## src/logic/laser_supervisor_params.svh

```systemverilog
// Constants for the laser driver and cooler supervisor: register offsets,
// field positions, reset values and timing counts.
// Assumes a 200 MHz system clock and a 32-bit AXI4-Lite register bus.
`ifndef LASER_SUPERVISOR_PARAMS_SVH
`define LASER_SUPERVISOR_PARAMS_SVH

// ****************************************************************
// Register byte offsets
// ****************************************************************
`define OFS_CONTROL        8'h00
`define OFS_STATUS         8'h04
`define OFS_THERM_TEMP     8'h08
`define OFS_LIMIT_HIGH     8'h0C
`define OFS_LIMIT_LOW      8'h10

// ****************************************************************
// Control register fields
// ****************************************************************
`define CTL_COOLER_SRC_BIT   0
`define CTL_CURRENT_SRC_BIT  1
`define CTL_IGNORE_LOCK_BIT  2
`define CTL_LIMITS_SET_BIT   3
`define CTL_RESET_VALUE      32'h0000_0000

// ****************************************************************
// Status register fields
// ****************************************************************
`define STS_COOLER_RUN_BIT   0
`define STS_LASER_RUN_BIT    1
`define STS_COOLER_FAULT_BIT 2
`define STS_OVERCURRENT_BIT  3
`define STS_LOCKED_BIT       4
`define STS_THERM_BLOCK_BIT  5
`define STS_SOFT_START_BIT   6

// ****************************************************************
// Limit reset values and timing
// ****************************************************************
`define LIMIT_HIGH_RESET   16'h7FFF
`define LIMIT_LOW_RESET    16'h8000
`define SOFT_START_NS      1000
`define CLK_PERIOD_NS      5
`define SOFT_START_CYCLES  ((`SOFT_START_NS + `CLK_PERIOD_NS - 1) / `CLK_PERIOD_NS)

`endif

```

## src/logic/laser_supervisor_pkg.sv

```systemverilog
// Types shared by the laser driver and cooler supervisor.
// Assumes the parameter header is compiled alongside.
package laser_supervisor_pkg;

    typedef enum logic [1:0] {
        LASER_OFF,
        LASER_SOFT_START,
        LASER_ON,
        LASER_TRIPPED
    } laser_state_e;

    typedef enum logic [1:0] {
        SRC_POTENTIOMETER,
        SRC_CONNECTOR,
        SRC_DIGITAL
    } setpoint_src_e;

endpackage

```

## src/logic/sync_bits.sv

```systemverilog
// Two-stage synchroniser for a group of single-bit levels.
// Assumes every input is a level that may change at any time.
`timescale 1ns/1ps
module sync_bits #(
    parameter int WIDTH = 1
) (
    input  wire logic             aclk,
    input  wire logic             aresetn,
    input  wire logic [WIDTH-1:0] reset_value,
    input  wire logic [WIDTH-1:0] async_in,
    output logic      [WIDTH-1:0] sync_out
);
    logic [WIDTH-1:0] stage1_q;

    initial begin
        if (WIDTH < 1) begin
            $error("sync_bits width must be at least one");
        end
    end

    // The first stage is read only by the second stage.
    always_ff @(posedge aclk) begin
        if (!aresetn) begin
            stage1_q <= reset_value;
            sync_out <= reset_value;
        end else begin
            stage1_q <= async_in;
            sync_out <= stage1_q;
        end
    end
endmodule // sync_bits

```

## src/logic/laser_supervisor.sv

```systemverilog
// Supervisor for a laser diode driver with a thermoelectric cooler stage.
// Assumes asynchronous level pins from the board and an AXI4-Lite master.
//
// The implementer's own choices: the address map and the AXI4-Lite slave port.
`timescale 1ns/1ps
`include "laser_supervisor_params.svh"
module laser_supervisor
    import laser_supervisor_pkg::*;
#(
    parameter int SOFT_START_CYCLES = `SOFT_START_CYCLES,
    parameter int TEMP_WIDTH        = 16
) (
    input  wire logic                  aclk,
    input  wire logic                  aresetn,
    // Board pins, pulled to their inactive levels outside.
    input  wire logic                  cooler_run_request,
    input  wire logic                  laser_run_request,
    input  wire logic                  cooler_switch_on,
    input  wire logic                  laser_switch_on,
    input  wire logic                  interlock_open,
    input  wire logic                  cooler_overcurrent,
    input  wire logic                  cooler_short,
    input  wire logic                  cooler_overheat,
    input  wire logic                  laser_overcurrent,
    input  wire logic                  connector_source_jumper_cooler,
    input  wire logic                  connector_source_jumper_current,
    input  wire logic [TEMP_WIDTH-1:0] thermistor_temp,
    // Outputs to the stages and the connectors.
    output logic                       cooler_enable,
    output logic                       laser_enable,
    output logic                       laser_soft_start,
    output logic                       output_shunt,
    output logic                       red_indicator,
    output logic                       yellow_indicator,
    output logic                       cooler_fault_flag,
    output logic                       overcurrent_flag,
    output logic                       shunt_status,
    output logic                       interlock_copy,
    output logic [1:0]                 cooler_source,
    output logic [1:0]                 current_source,
    // AXI4-Lite slave.
    input  wire logic [7:0]            s_axi_awaddr,
    input  wire logic                  s_axi_awvalid,
    output logic                       s_axi_awready,
    input  wire logic [31:0]           s_axi_wdata,
    input  wire logic [3:0]            s_axi_wstrb,
    input  wire logic                  s_axi_wvalid,
    output logic                       s_axi_wready,
    output logic [1:0]                 s_axi_bresp,
    output logic                       s_axi_bvalid,
    input  wire logic                  s_axi_bready,
    input  wire logic [7:0]            s_axi_araddr,
    input  wire logic                  s_axi_arvalid,
    output logic                       s_axi_arready,
    output logic [31:0]                s_axi_rdata,
    output logic [1:0]                 s_axi_rresp,
    output logic                       s_axi_rvalid,
    input  wire logic                  s_axi_rready
);

    // ****************************************************************
    // Elaboration checks and helpers
    // ****************************************************************
    initial begin
        if (SOFT_START_CYCLES < 1 || TEMP_WIDTH < 2 || TEMP_WIDTH > 32) begin
            $error("laser_supervisor parameters out of range");
        end
    end

    localparam logic [1:0] RESP_OKAY   = 2'b00;
    localparam logic [1:0] RESP_SLVERR = 2'b10;

    // Merges a 32-bit write into a register under byte strobes.
    function automatic logic [31:0] apply_strobe(input logic [31:0] old_v,
                                                 input logic [31:0] new_v,
                                                 input logic [3:0]  strb);
        logic [31:0] r;
        r = old_v;
        for (int i = 0; i < 4; i++) begin
            if (strb[i]) begin
                r[i*8 +: 8] = new_v[i*8 +: 8];
            end
        end
        return r;
    endfunction

    // Chooses a set-point source from the digital state and the jumper.
    function automatic logic [1:0] pick_source(input logic internal_state,
                                               input logic jumper_on_connector);
        setpoint_src_e s;
        if (internal_state) begin
            s = SRC_DIGITAL;
        end else if (jumper_on_connector) begin
            s = SRC_CONNECTOR;
        end else begin
            s = SRC_POTENTIOMETER;
        end
        return s;
    endfunction

    // ****************************************************************
    // Input synchronisation
    // ****************************************************************
    localparam int NSYNC = 11;
    logic [NSYNC-1:0] raw_in;
    logic [NSYNC-1:0] sync_in;
    logic [TEMP_WIDTH-1:0] temp_s1_q;
    logic [TEMP_WIDTH-1:0] temp_q;

    assign raw_in = {connector_source_jumper_current, connector_source_jumper_cooler,
                     laser_overcurrent, cooler_overheat, cooler_short,
                     cooler_overcurrent, interlock_open, laser_switch_on,
                     cooler_switch_on, laser_run_request, cooler_run_request};

    sync_bits #(
        .WIDTH (NSYNC)
    ) u_sync (
        .aclk        (aclk),
        .aresetn     (aresetn),
        .reset_value (11'h010),
        .async_in    (raw_in),
        .sync_out    (sync_in)
    );

    // Temperature word is assumed stable between conversions of the sensor front end.
    always_ff @(posedge aclk) begin
        if (!aresetn) begin
            temp_s1_q <= '0;
            temp_q    <= '0;
        end else begin
            temp_s1_q <= thermistor_temp;
            temp_q    <= temp_s1_q;
        end
    end

    logic cooler_req;
    logic laser_req;
    logic locked;
    logic cooler_fault_now;
    logic overcurrent_now;

    // Requests are level-sensed, so a request held through power-up starts the stage.
    assign cooler_req = sync_in[0] | sync_in[2];
    assign laser_req  = sync_in[1] | sync_in[3];
    assign cooler_fault_now = sync_in[5] | sync_in[6] | sync_in[7];
    assign overcurrent_now  = sync_in[8];

    // ****************************************************************
    // Registers
    // ****************************************************************
    logic [31:0]           control_q;
    logic [TEMP_WIDTH-1:0] limit_high_q;
    logic [TEMP_WIDTH-1:0] limit_low_q;
    logic                  cooler_fault_q;
    logic                  trip_q;
    logic                  therm_block_q;
    logic                  laser_req_prev_q;
    laser_state_e          laser_state_q;
    logic [31:0]           ss_count_q;

    // Interlock honoured unless software sets the ignore bit.
    assign locked = sync_in[4] & ~control_q[`CTL_IGNORE_LOCK_BIT];

    // ****************************************************************
    // AXI4-Lite write path
    // ****************************************************************
    logic       aw_held_q;
    logic       w_held_q;
    logic [7:0] aw_addr_q;
    logic [31:0] w_data_q;
    logic [3:0] w_strb_q;
    logic       do_write;

    assign do_write = aw_held_q & w_held_q & ~s_axi_bvalid;

    always_ff @(posedge aclk) begin
        if (!aresetn) begin
            aw_held_q     <= 1'b0;
            w_held_q      <= 1'b0;
            aw_addr_q     <= 8'h00;
            w_data_q      <= 32'h0000_0000;
            w_strb_q      <= 4'h0;
            s_axi_awready <= 1'b0;
            s_axi_wready  <= 1'b0;
            s_axi_bvalid  <= 1'b0;
            s_axi_bresp   <= RESP_OKAY;
        end else begin
            s_axi_awready <= ~aw_held_q & ~s_axi_awready & ~(s_axi_awvalid & s_axi_awready);
            s_axi_wready  <= ~w_held_q & ~s_axi_wready & ~(s_axi_wvalid & s_axi_wready);
            if (s_axi_awvalid && s_axi_awready) begin
                aw_held_q     <= 1'b1;
                aw_addr_q     <= s_axi_awaddr;
                s_axi_awready <= 1'b0;
            end
            if (s_axi_wvalid && s_axi_wready) begin
                w_held_q     <= 1'b1;
                w_data_q     <= s_axi_wdata;
                w_strb_q     <= s_axi_wstrb;
                s_axi_wready <= 1'b0;
            end
            if (do_write) begin
                aw_held_q    <= 1'b0;
                w_held_q     <= 1'b0;
                s_axi_bvalid <= 1'b1;
                case (aw_addr_q)
                    `OFS_CONTROL, `OFS_LIMIT_HIGH, `OFS_LIMIT_LOW: begin
                        s_axi_bresp <= RESP_OKAY;
                    end
                    `OFS_STATUS, `OFS_THERM_TEMP: begin
                        s_axi_bresp <= RESP_OKAY;
                    end
                    default: begin
                        s_axi_bresp <= RESP_SLVERR;
                    end
                endcase
            end else if (s_axi_bvalid && s_axi_bready) begin
                s_axi_bvalid <= 1'b0;
            end
        end
    end

    // Limits are held once written and apply whatever the source mode.
    always_ff @(posedge aclk) begin
        if (!aresetn) begin
            control_q    <= `CTL_RESET_VALUE;
            limit_high_q <= TEMP_WIDTH'(`LIMIT_HIGH_RESET);
            limit_low_q  <= TEMP_WIDTH'(`LIMIT_LOW_RESET);
        end else if (do_write) begin
            case (aw_addr_q)
                `OFS_CONTROL: begin
                    control_q <= apply_strobe(control_q, w_data_q, w_strb_q) & 32'h0000_000F;
                end
                `OFS_LIMIT_HIGH: begin
                    limit_high_q <= TEMP_WIDTH'(apply_strobe(32'(limit_high_q), w_data_q,
                                                             w_strb_q));
                end
                `OFS_LIMIT_LOW: begin
                    limit_low_q <= TEMP_WIDTH'(apply_strobe(32'(limit_low_q), w_data_q,
                                                            w_strb_q));
                end
                default: begin
                end
            endcase
        end
    end

    // ****************************************************************
    // AXI4-Lite read path
    // ****************************************************************
    logic [31:0] status_word;
    assign status_word = {25'h000_0000,
                          laser_state_q == LASER_SOFT_START,
                          therm_block_q, locked, trip_q, cooler_fault_q,
                          laser_enable, cooler_enable};

    always_ff @(posedge aclk) begin
        if (!aresetn) begin
            s_axi_arready <= 1'b0;
            s_axi_rvalid  <= 1'b0;
            s_axi_rdata   <= 32'h0000_0000;
            s_axi_rresp   <= RESP_OKAY;
        end else begin
            s_axi_arready <= ~s_axi_rvalid & ~s_axi_arready;
            if (s_axi_arvalid && s_axi_arready) begin
                s_axi_arready <= 1'b0;
                s_axi_rvalid  <= 1'b1;
                s_axi_rresp   <= RESP_OKAY;
                case (s_axi_araddr)
                    `OFS_CONTROL:    s_axi_rdata <= control_q;
                    `OFS_STATUS:     s_axi_rdata <= status_word;
                    `OFS_THERM_TEMP: s_axi_rdata <= 32'(temp_q);
                    `OFS_LIMIT_HIGH: s_axi_rdata <= 32'(limit_high_q);
                    `OFS_LIMIT_LOW:  s_axi_rdata <= 32'(limit_low_q);
                    default: begin
                        s_axi_rdata <= 32'h0000_0000;
                        s_axi_rresp <= RESP_SLVERR;
                    end
                endcase
            end else if (s_axi_rvalid && s_axi_rready) begin
                s_axi_rvalid <= 1'b0;
            end
        end
    end

    // ****************************************************************
    // Protection latch and thermal window
    // ****************************************************************
    always_ff @(posedge aclk) begin
        if (!aresetn) begin
            cooler_fault_q <= 1'b0;
        end else if (cooler_fault_now) begin
            cooler_fault_q <= 1'b1;
        end
    end

    // Signed window compare; an enabled window blocks outside the limits.
    always_ff @(posedge aclk) begin
        if (!aresetn) begin
            therm_block_q <= 1'b0;
        end else begin
            therm_block_q <= control_q[`CTL_LIMITS_SET_BIT] &
                             (($signed(temp_q) > $signed(limit_high_q)) |
                              ($signed(temp_q) < $signed(limit_low_q)));
        end
    end

    // ****************************************************************
    // Laser driver sequencing
    // ****************************************************************
    logic laser_permit;
    assign laser_permit = ~locked & ~cooler_fault_q & ~therm_block_q;

    always_ff @(posedge aclk) begin
        if (!aresetn) begin
            laser_state_q    <= LASER_OFF;
            ss_count_q       <= 32'h0000_0000;
            trip_q           <= 1'b0;
            laser_req_prev_q <= 1'b0;
        end else begin
            laser_req_prev_q <= laser_req;
            case (laser_state_q)
                LASER_OFF: begin
                    ss_count_q <= 32'h0000_0000;
                    if (laser_req && laser_permit) begin
                        laser_state_q <= LASER_SOFT_START;
                    end
                end
                LASER_SOFT_START, LASER_ON: begin
                    if (overcurrent_now) begin
                        laser_state_q <= LASER_TRIPPED;
                        trip_q        <= 1'b1;
                    end else if (!laser_req || !laser_permit) begin
                        laser_state_q <= LASER_OFF;
                    end else if (laser_state_q == LASER_SOFT_START) begin
                        ss_count_q <= ss_count_q + 32'd1;
                        if (ss_count_q >= 32'(SOFT_START_CYCLES - 1)) begin
                            laser_state_q <= LASER_ON;
                        end
                    end
                end
                LASER_TRIPPED: begin
                    // Only a stop then a fresh request restarts the driver.
                    if (!laser_req) begin
                        laser_state_q <= LASER_OFF;
                        trip_q        <= 1'b0;
                    end
                end
                default: begin
                    laser_state_q <= LASER_OFF;
                end
            endcase
        end
    end

    // ****************************************************************
    // Registered outputs
    // ****************************************************************
    always_ff @(posedge aclk) begin
        if (!aresetn) begin
            cooler_enable     <= 1'b0;
            laser_enable      <= 1'b0;
            laser_soft_start  <= 1'b0;
            output_shunt      <= 1'b0;
            red_indicator     <= 1'b0;
            yellow_indicator  <= 1'b0;
            cooler_fault_flag <= 1'b0;
            overcurrent_flag  <= 1'b0;
            shunt_status      <= 1'b0;
            interlock_copy    <= 1'b0;
            cooler_source     <= SRC_POTENTIOMETER;
            current_source    <= SRC_POTENTIOMETER;
        end else begin
            cooler_enable     <= cooler_req & ~locked & ~therm_block_q;
            laser_enable      <= (laser_state_q == LASER_SOFT_START) |
                                 (laser_state_q == LASER_ON);
            laser_soft_start  <= laser_state_q == LASER_SOFT_START;
            output_shunt      <= trip_q;
            red_indicator     <= trip_q;
            yellow_indicator  <= sync_in[4];
            cooler_fault_flag <= cooler_fault_q;
            overcurrent_flag  <= trip_q;
            shunt_status      <= trip_q;
            interlock_copy    <= sync_in[4];
            cooler_source     <= pick_source(control_q[`CTL_COOLER_SRC_BIT],
                                             sync_in[9]);
            current_source    <= pick_source(control_q[`CTL_CURRENT_SRC_BIT],
                                             sync_in[10]);
        end
    end

endmodule // laser_supervisor

```

## config.mk

```make
export PLATFORM = sky130hd
export DESIGN_NAME = laser_supervisor
export DESIGN_NICKNAME = d
export VERILOG_FILES = /design/src/logic/laser_supervisor_pkg.sv /design/src/logic/sync_bits.sv /design/src/logic/laser_supervisor.sv
export VERILOG_INCLUDE_DIRS = /design/src /design/src/logic
export SDC_FILE = /design/constraint.sdc
export NUM_CORES = 1
export LEC_CHECK = 0
export BUFFER_PORTS_ARGS = -buffer_cell sky130_fd_sc_hd__buf_4
export CELL_PAD_IN_SITES_DETAIL_PLACEMENT = 1
export CELL_PAD_IN_SITES_GLOBAL_PLACEMENT = 1
export CORE_AREA = 2 2 142 144
export DETAILED_ROUTE_END_ITERATION = 8
export DIE_AREA = 0 0 144 146
export PLACE_DENSITY = 0.91
export SYNTH_ARGS = -nofsm -noshare
export SYNTH_HDL_FRONTEND = slang
export SYNTH_SLANG_ARGS = --single-unit
```

## constraint.sdc

```tcl
create_clock -name aclk -period 2.8 [get_ports aclk]
set_clock_uncertainty 0.1 [all_clocks]
set_input_delay 0.56 -clock aclk [delete_from_list [all_inputs] [get_ports aclk]]
set_output_delay 0.56 -clock aclk [all_outputs]
set_load 0.02 [all_outputs]
```

==> summary.txt <==
======================================================================================
Count of state elements after synthesis                                            188
Actual slew at the worst max-slew pin                                         0.830 ns
Combined area of all synthesized cells                                        8100 um2
Total negative setup slack                                                        0 ns
Via count of the first global-routing pass                                       7,214
Post-Syn Area per Cell                                                        8.88 um2
Synth Flop Type                                                           sky130_fd_sc_hd__dfxtp_1
Number of warning messages in the yosys log                                          0
Required time of the critical path                                             3.06 ns
Setup repair after global routing missed its margin                              false
Total number of clock tree sinks                                                   188
Cells after Synth                                                                  912
IR Drop Worst-Case VDD                                                          389 uV
Top-level port count                                                               141
Number of DRC violations after detailed routing                                      0
Synth top area share                                                             46.5%
Largest driver fanout on the critical path                                          52
Final layout net count                                                           1,120
Mean number of vias per cell                                                      5.42
ANT cells                                                                            0
Leakage power total                                                            3.96 nW
Post-CTS Repair Setup Buffers                                                        0
Final setup fails                                                                    0
Crit path launch type                                                         register
Count of endpoints failing hold in the final timing report                           0
Largest cells by area after synthesis                                     sky130_fd_sc_hd__dfxtp_1 46%, sky130_fd_sc_hd__a21oi_1 6.6%, sky130_fd_sc_hd__ha_1 5.4%
Number of synthesized flops with an enable pin                                       0
Most common library cells after synthesis                                 188 x sky130_fd_sc_hd__dfxtp_1, 112 x sky130_fd_sc_hd__nand2_1, 107 x sky130_fd_sc_hd__a21oi_1, 65 x sky130_fd_sc_hd__and2_1, 43 x sky130_fd_sc_hd__nor2_1
Slew HR                                                                          44.5%
Height of the die                                                               146 um
Most instantiated library cell after synthesis                            sky130_fd_sc_hd__dfxtp_1
Share of synthesized area occupied by flip-flops and latches                     46.5%
Post-CTS resize count                                                                0
Clock H-tree levels                                                                  4
Final RePlAce weighted congestion                                                0.848
Maximum number of pins on one net before global-route repair                        62
Fmax achieved                                                                0.397 GHz
Post-synth cell types                                                               59
HPWL after DPL                                                                 16.3 mm
Hold-fix buffers, CTS                                                                0
Clock slew at the register clock pins of the worst setup and hold paths        0.07 ns
Router iterations before antenna repair                                              6
Count of buffers from port buffering                                               104
Overall global routing resource usage                                            22.3%
Buffer depth of the longest clock path                                               2
Filler cell count                                                                2,280
Final routed wire length divided by cell count                                 17.8 um
Final Core Density                                                               49.8%
Arrival @ worst endpoint                                                       2.77 ns
Grt ovf                                                                              0
Total number of vias                                                             6,922
Clock root buffer                                                         sky130_fd_sc_hd__clkbuf_16
Crit share post-route                                                            90.0%
Worst Hold Depth                                                                     2
Tightest Hold Check Type                                                        in2reg
Tmin final                                                                     2.52 ns
Max Cap Viol                                                                         0
Final Max Tran Viols                                                                 0
Inserted Clock Buffers                                                              17
Path depth of the worst reg2reg path                                                 8
Outcome                                                                      completed
Ratio of cells with drive above 1 in the final layout                            16.4%
Row cnt                                                                             51
Async S/R FF share, synth                                                           0%
Area enclosed by the die boundary                                           21,000 um2
CTS tree                                                                          done
Wire length of the first global-routing pass                                   36.9 mm
Cell taking the most area after synthesis                                 sky130_fd_sc_hd__dfxtp_1
Initial core utilization                                                         41.9%
Antenna violations before repair                                                     0
Kind of critical path                                                          reg2reg
Pwr Density                                                                 590 nW/um2
Layout overhead on the synthesized area                                          18.8%
Element type at the critical path end                                         register
Detail Route Antenna Nets                                                            0
Total routed wirelength                                                        22.7 mm
DIE WIDTH                                                                       144 um
Skew-Pair Late Insertion Delay                                                 0.44 ns
Number of DRC markers after the initial detailed-route iteration                   424
Floorplan core area                                                         19,300 um2
======================================================================================
==> where the power goes <==
part,switching (mW),total [mW],internal (mW),leakage [nW]
clock network,1.20,2.43,1.23,0.292
logic,0.259,0.439,0.180,2.13
registers,0.0585,2.81,2.75,1.53
total,1.52,5.68,4.16,3.96
==> state kept, by name, indices dropped and copies added (netlist names), 4 cells and up <==
signal / count
ss_count_q: 32
s_axi_rdata: 16
u_sync.sync_out: 11
u_sync.stage1_q: 11
control_q: 4
temp_s1_q: 16
aw_addr_q: 8
limit_low_q: 16
limit_high_q: 16
w_data_q: 16
temp_q: 16
==> logic make-up (layout without fill, tap and decap cells) <==
group	count (synthesis)	count (layout)	synth area share [%]
AO/OA/AOI/OAI	208	208	15.6
flip-flops	188	188	46.5
other	1	18	0.0463
multiplexers	25	25	3.09
buffers and inverters	108	191	6.32
adder cells (fa/ha/maj)	35	35	5.41
AND/OR/NAND/NOR	347	347	23.1
==> final cells by class <==
cell class | instances | area [um2] | share of cell area (%)
clock buffers | 18 | 439 | 4.56
clock inverters | 14 | 166 | 1.73
inverters | 42 | 158 | 1.64
multi-input cells | 633 | 3890 | 40.4
flip-flops and latches | 188 | 3760 | 39.1
well taps | 265 | 332 | 3.44
repair buffers | 117 | 878 | 9.13
==> worst paths after layout <==
path | from | end | slack, ns
worst max-delay path | laser_state_q[0] | ss_count_q[14] | 0.28
worst min-delay path | interlock_open | u_sync.stage1_q[4] | 0.20
worst max register to register | laser_state_q[0] | ss_count_q[14] | 0.28
worst min register to register | u_sync.stage1_q[4] | u_sync.sync_out[4] | 0.32
==> cell usage in the layout, fill, tap and decap left out, types with 20 or more instances in the layout <==
cell and instances:
sky130_fd_sc_hd__nor2_1 43, sky130_fd_sc_hd__and2_1 65, sky130_fd_sc_hd__buf_4 117, sky130_fd_sc_hd__mux2i_1 25, sky130_fd_sc_hd__nand3_1 25, sky130_fd_sc_hd__ha_1 35
sky130_fd_sc_hd__dfxtp_1 188, sky130_fd_sc_hd__or4_1 20, sky130_fd_sc_hd__a21oi_1 107, sky130_fd_sc_hd__nand2_1 112, sky130_fd_sc_hd__o21ai_0 34, sky130_fd_sc_hd__inv_1 41
==> layer usage <==
layer | global-route usage [%] | wire, um | vias to the layer above
li1 | - | - | 3359
met1 | 27.3 | 9680 | 3345
met2 | 38.5 | 11600 | 180
met3 | 4.67 | 987 | 38
met4 | 7.60 | 486 | 0
met5 | 0 | 0 | -
==> stage by stage <==
stage	setup slack [ns]	area [um2]	cells	total power, mW	hold WS [ns]
3_5_place_dp	0.234	9020	1245	3.31	0.307
2_1_floorplan	0.639	8160	929	3.13	0.286
5_1_grt	0.0895	9630	1277	5.88	0.208
3_3_place_gp	0.351	9020	1245	3.29	0.307
6_report	0.281	9630	1277	5.68	0.205
4_1_cts	0.295	9630	1277	5.73	0.189
==> worst max-delay path: stages (launching register included) <==
cell	delay [ns]
sky130_fd_sc_hd__dfxtp_1	0.36
sky130_fd_sc_hd__inv_1	0.07
sky130_fd_sc_hd__ha_1	0.37
sky130_fd_sc_hd__nand2b_1	0.22
sky130_fd_sc_hd__nor3_1	0.26
sky130_fd_sc_hd__a21oi_2	0.04
sky130_fd_sc_hd__buf_4	0.27
sky130_fd_sc_hd__or4_1	0.54
sky130_fd_sc_hd__a21oi_1	0.19
No activity file was read; power rests on OpenSTA's default activity.
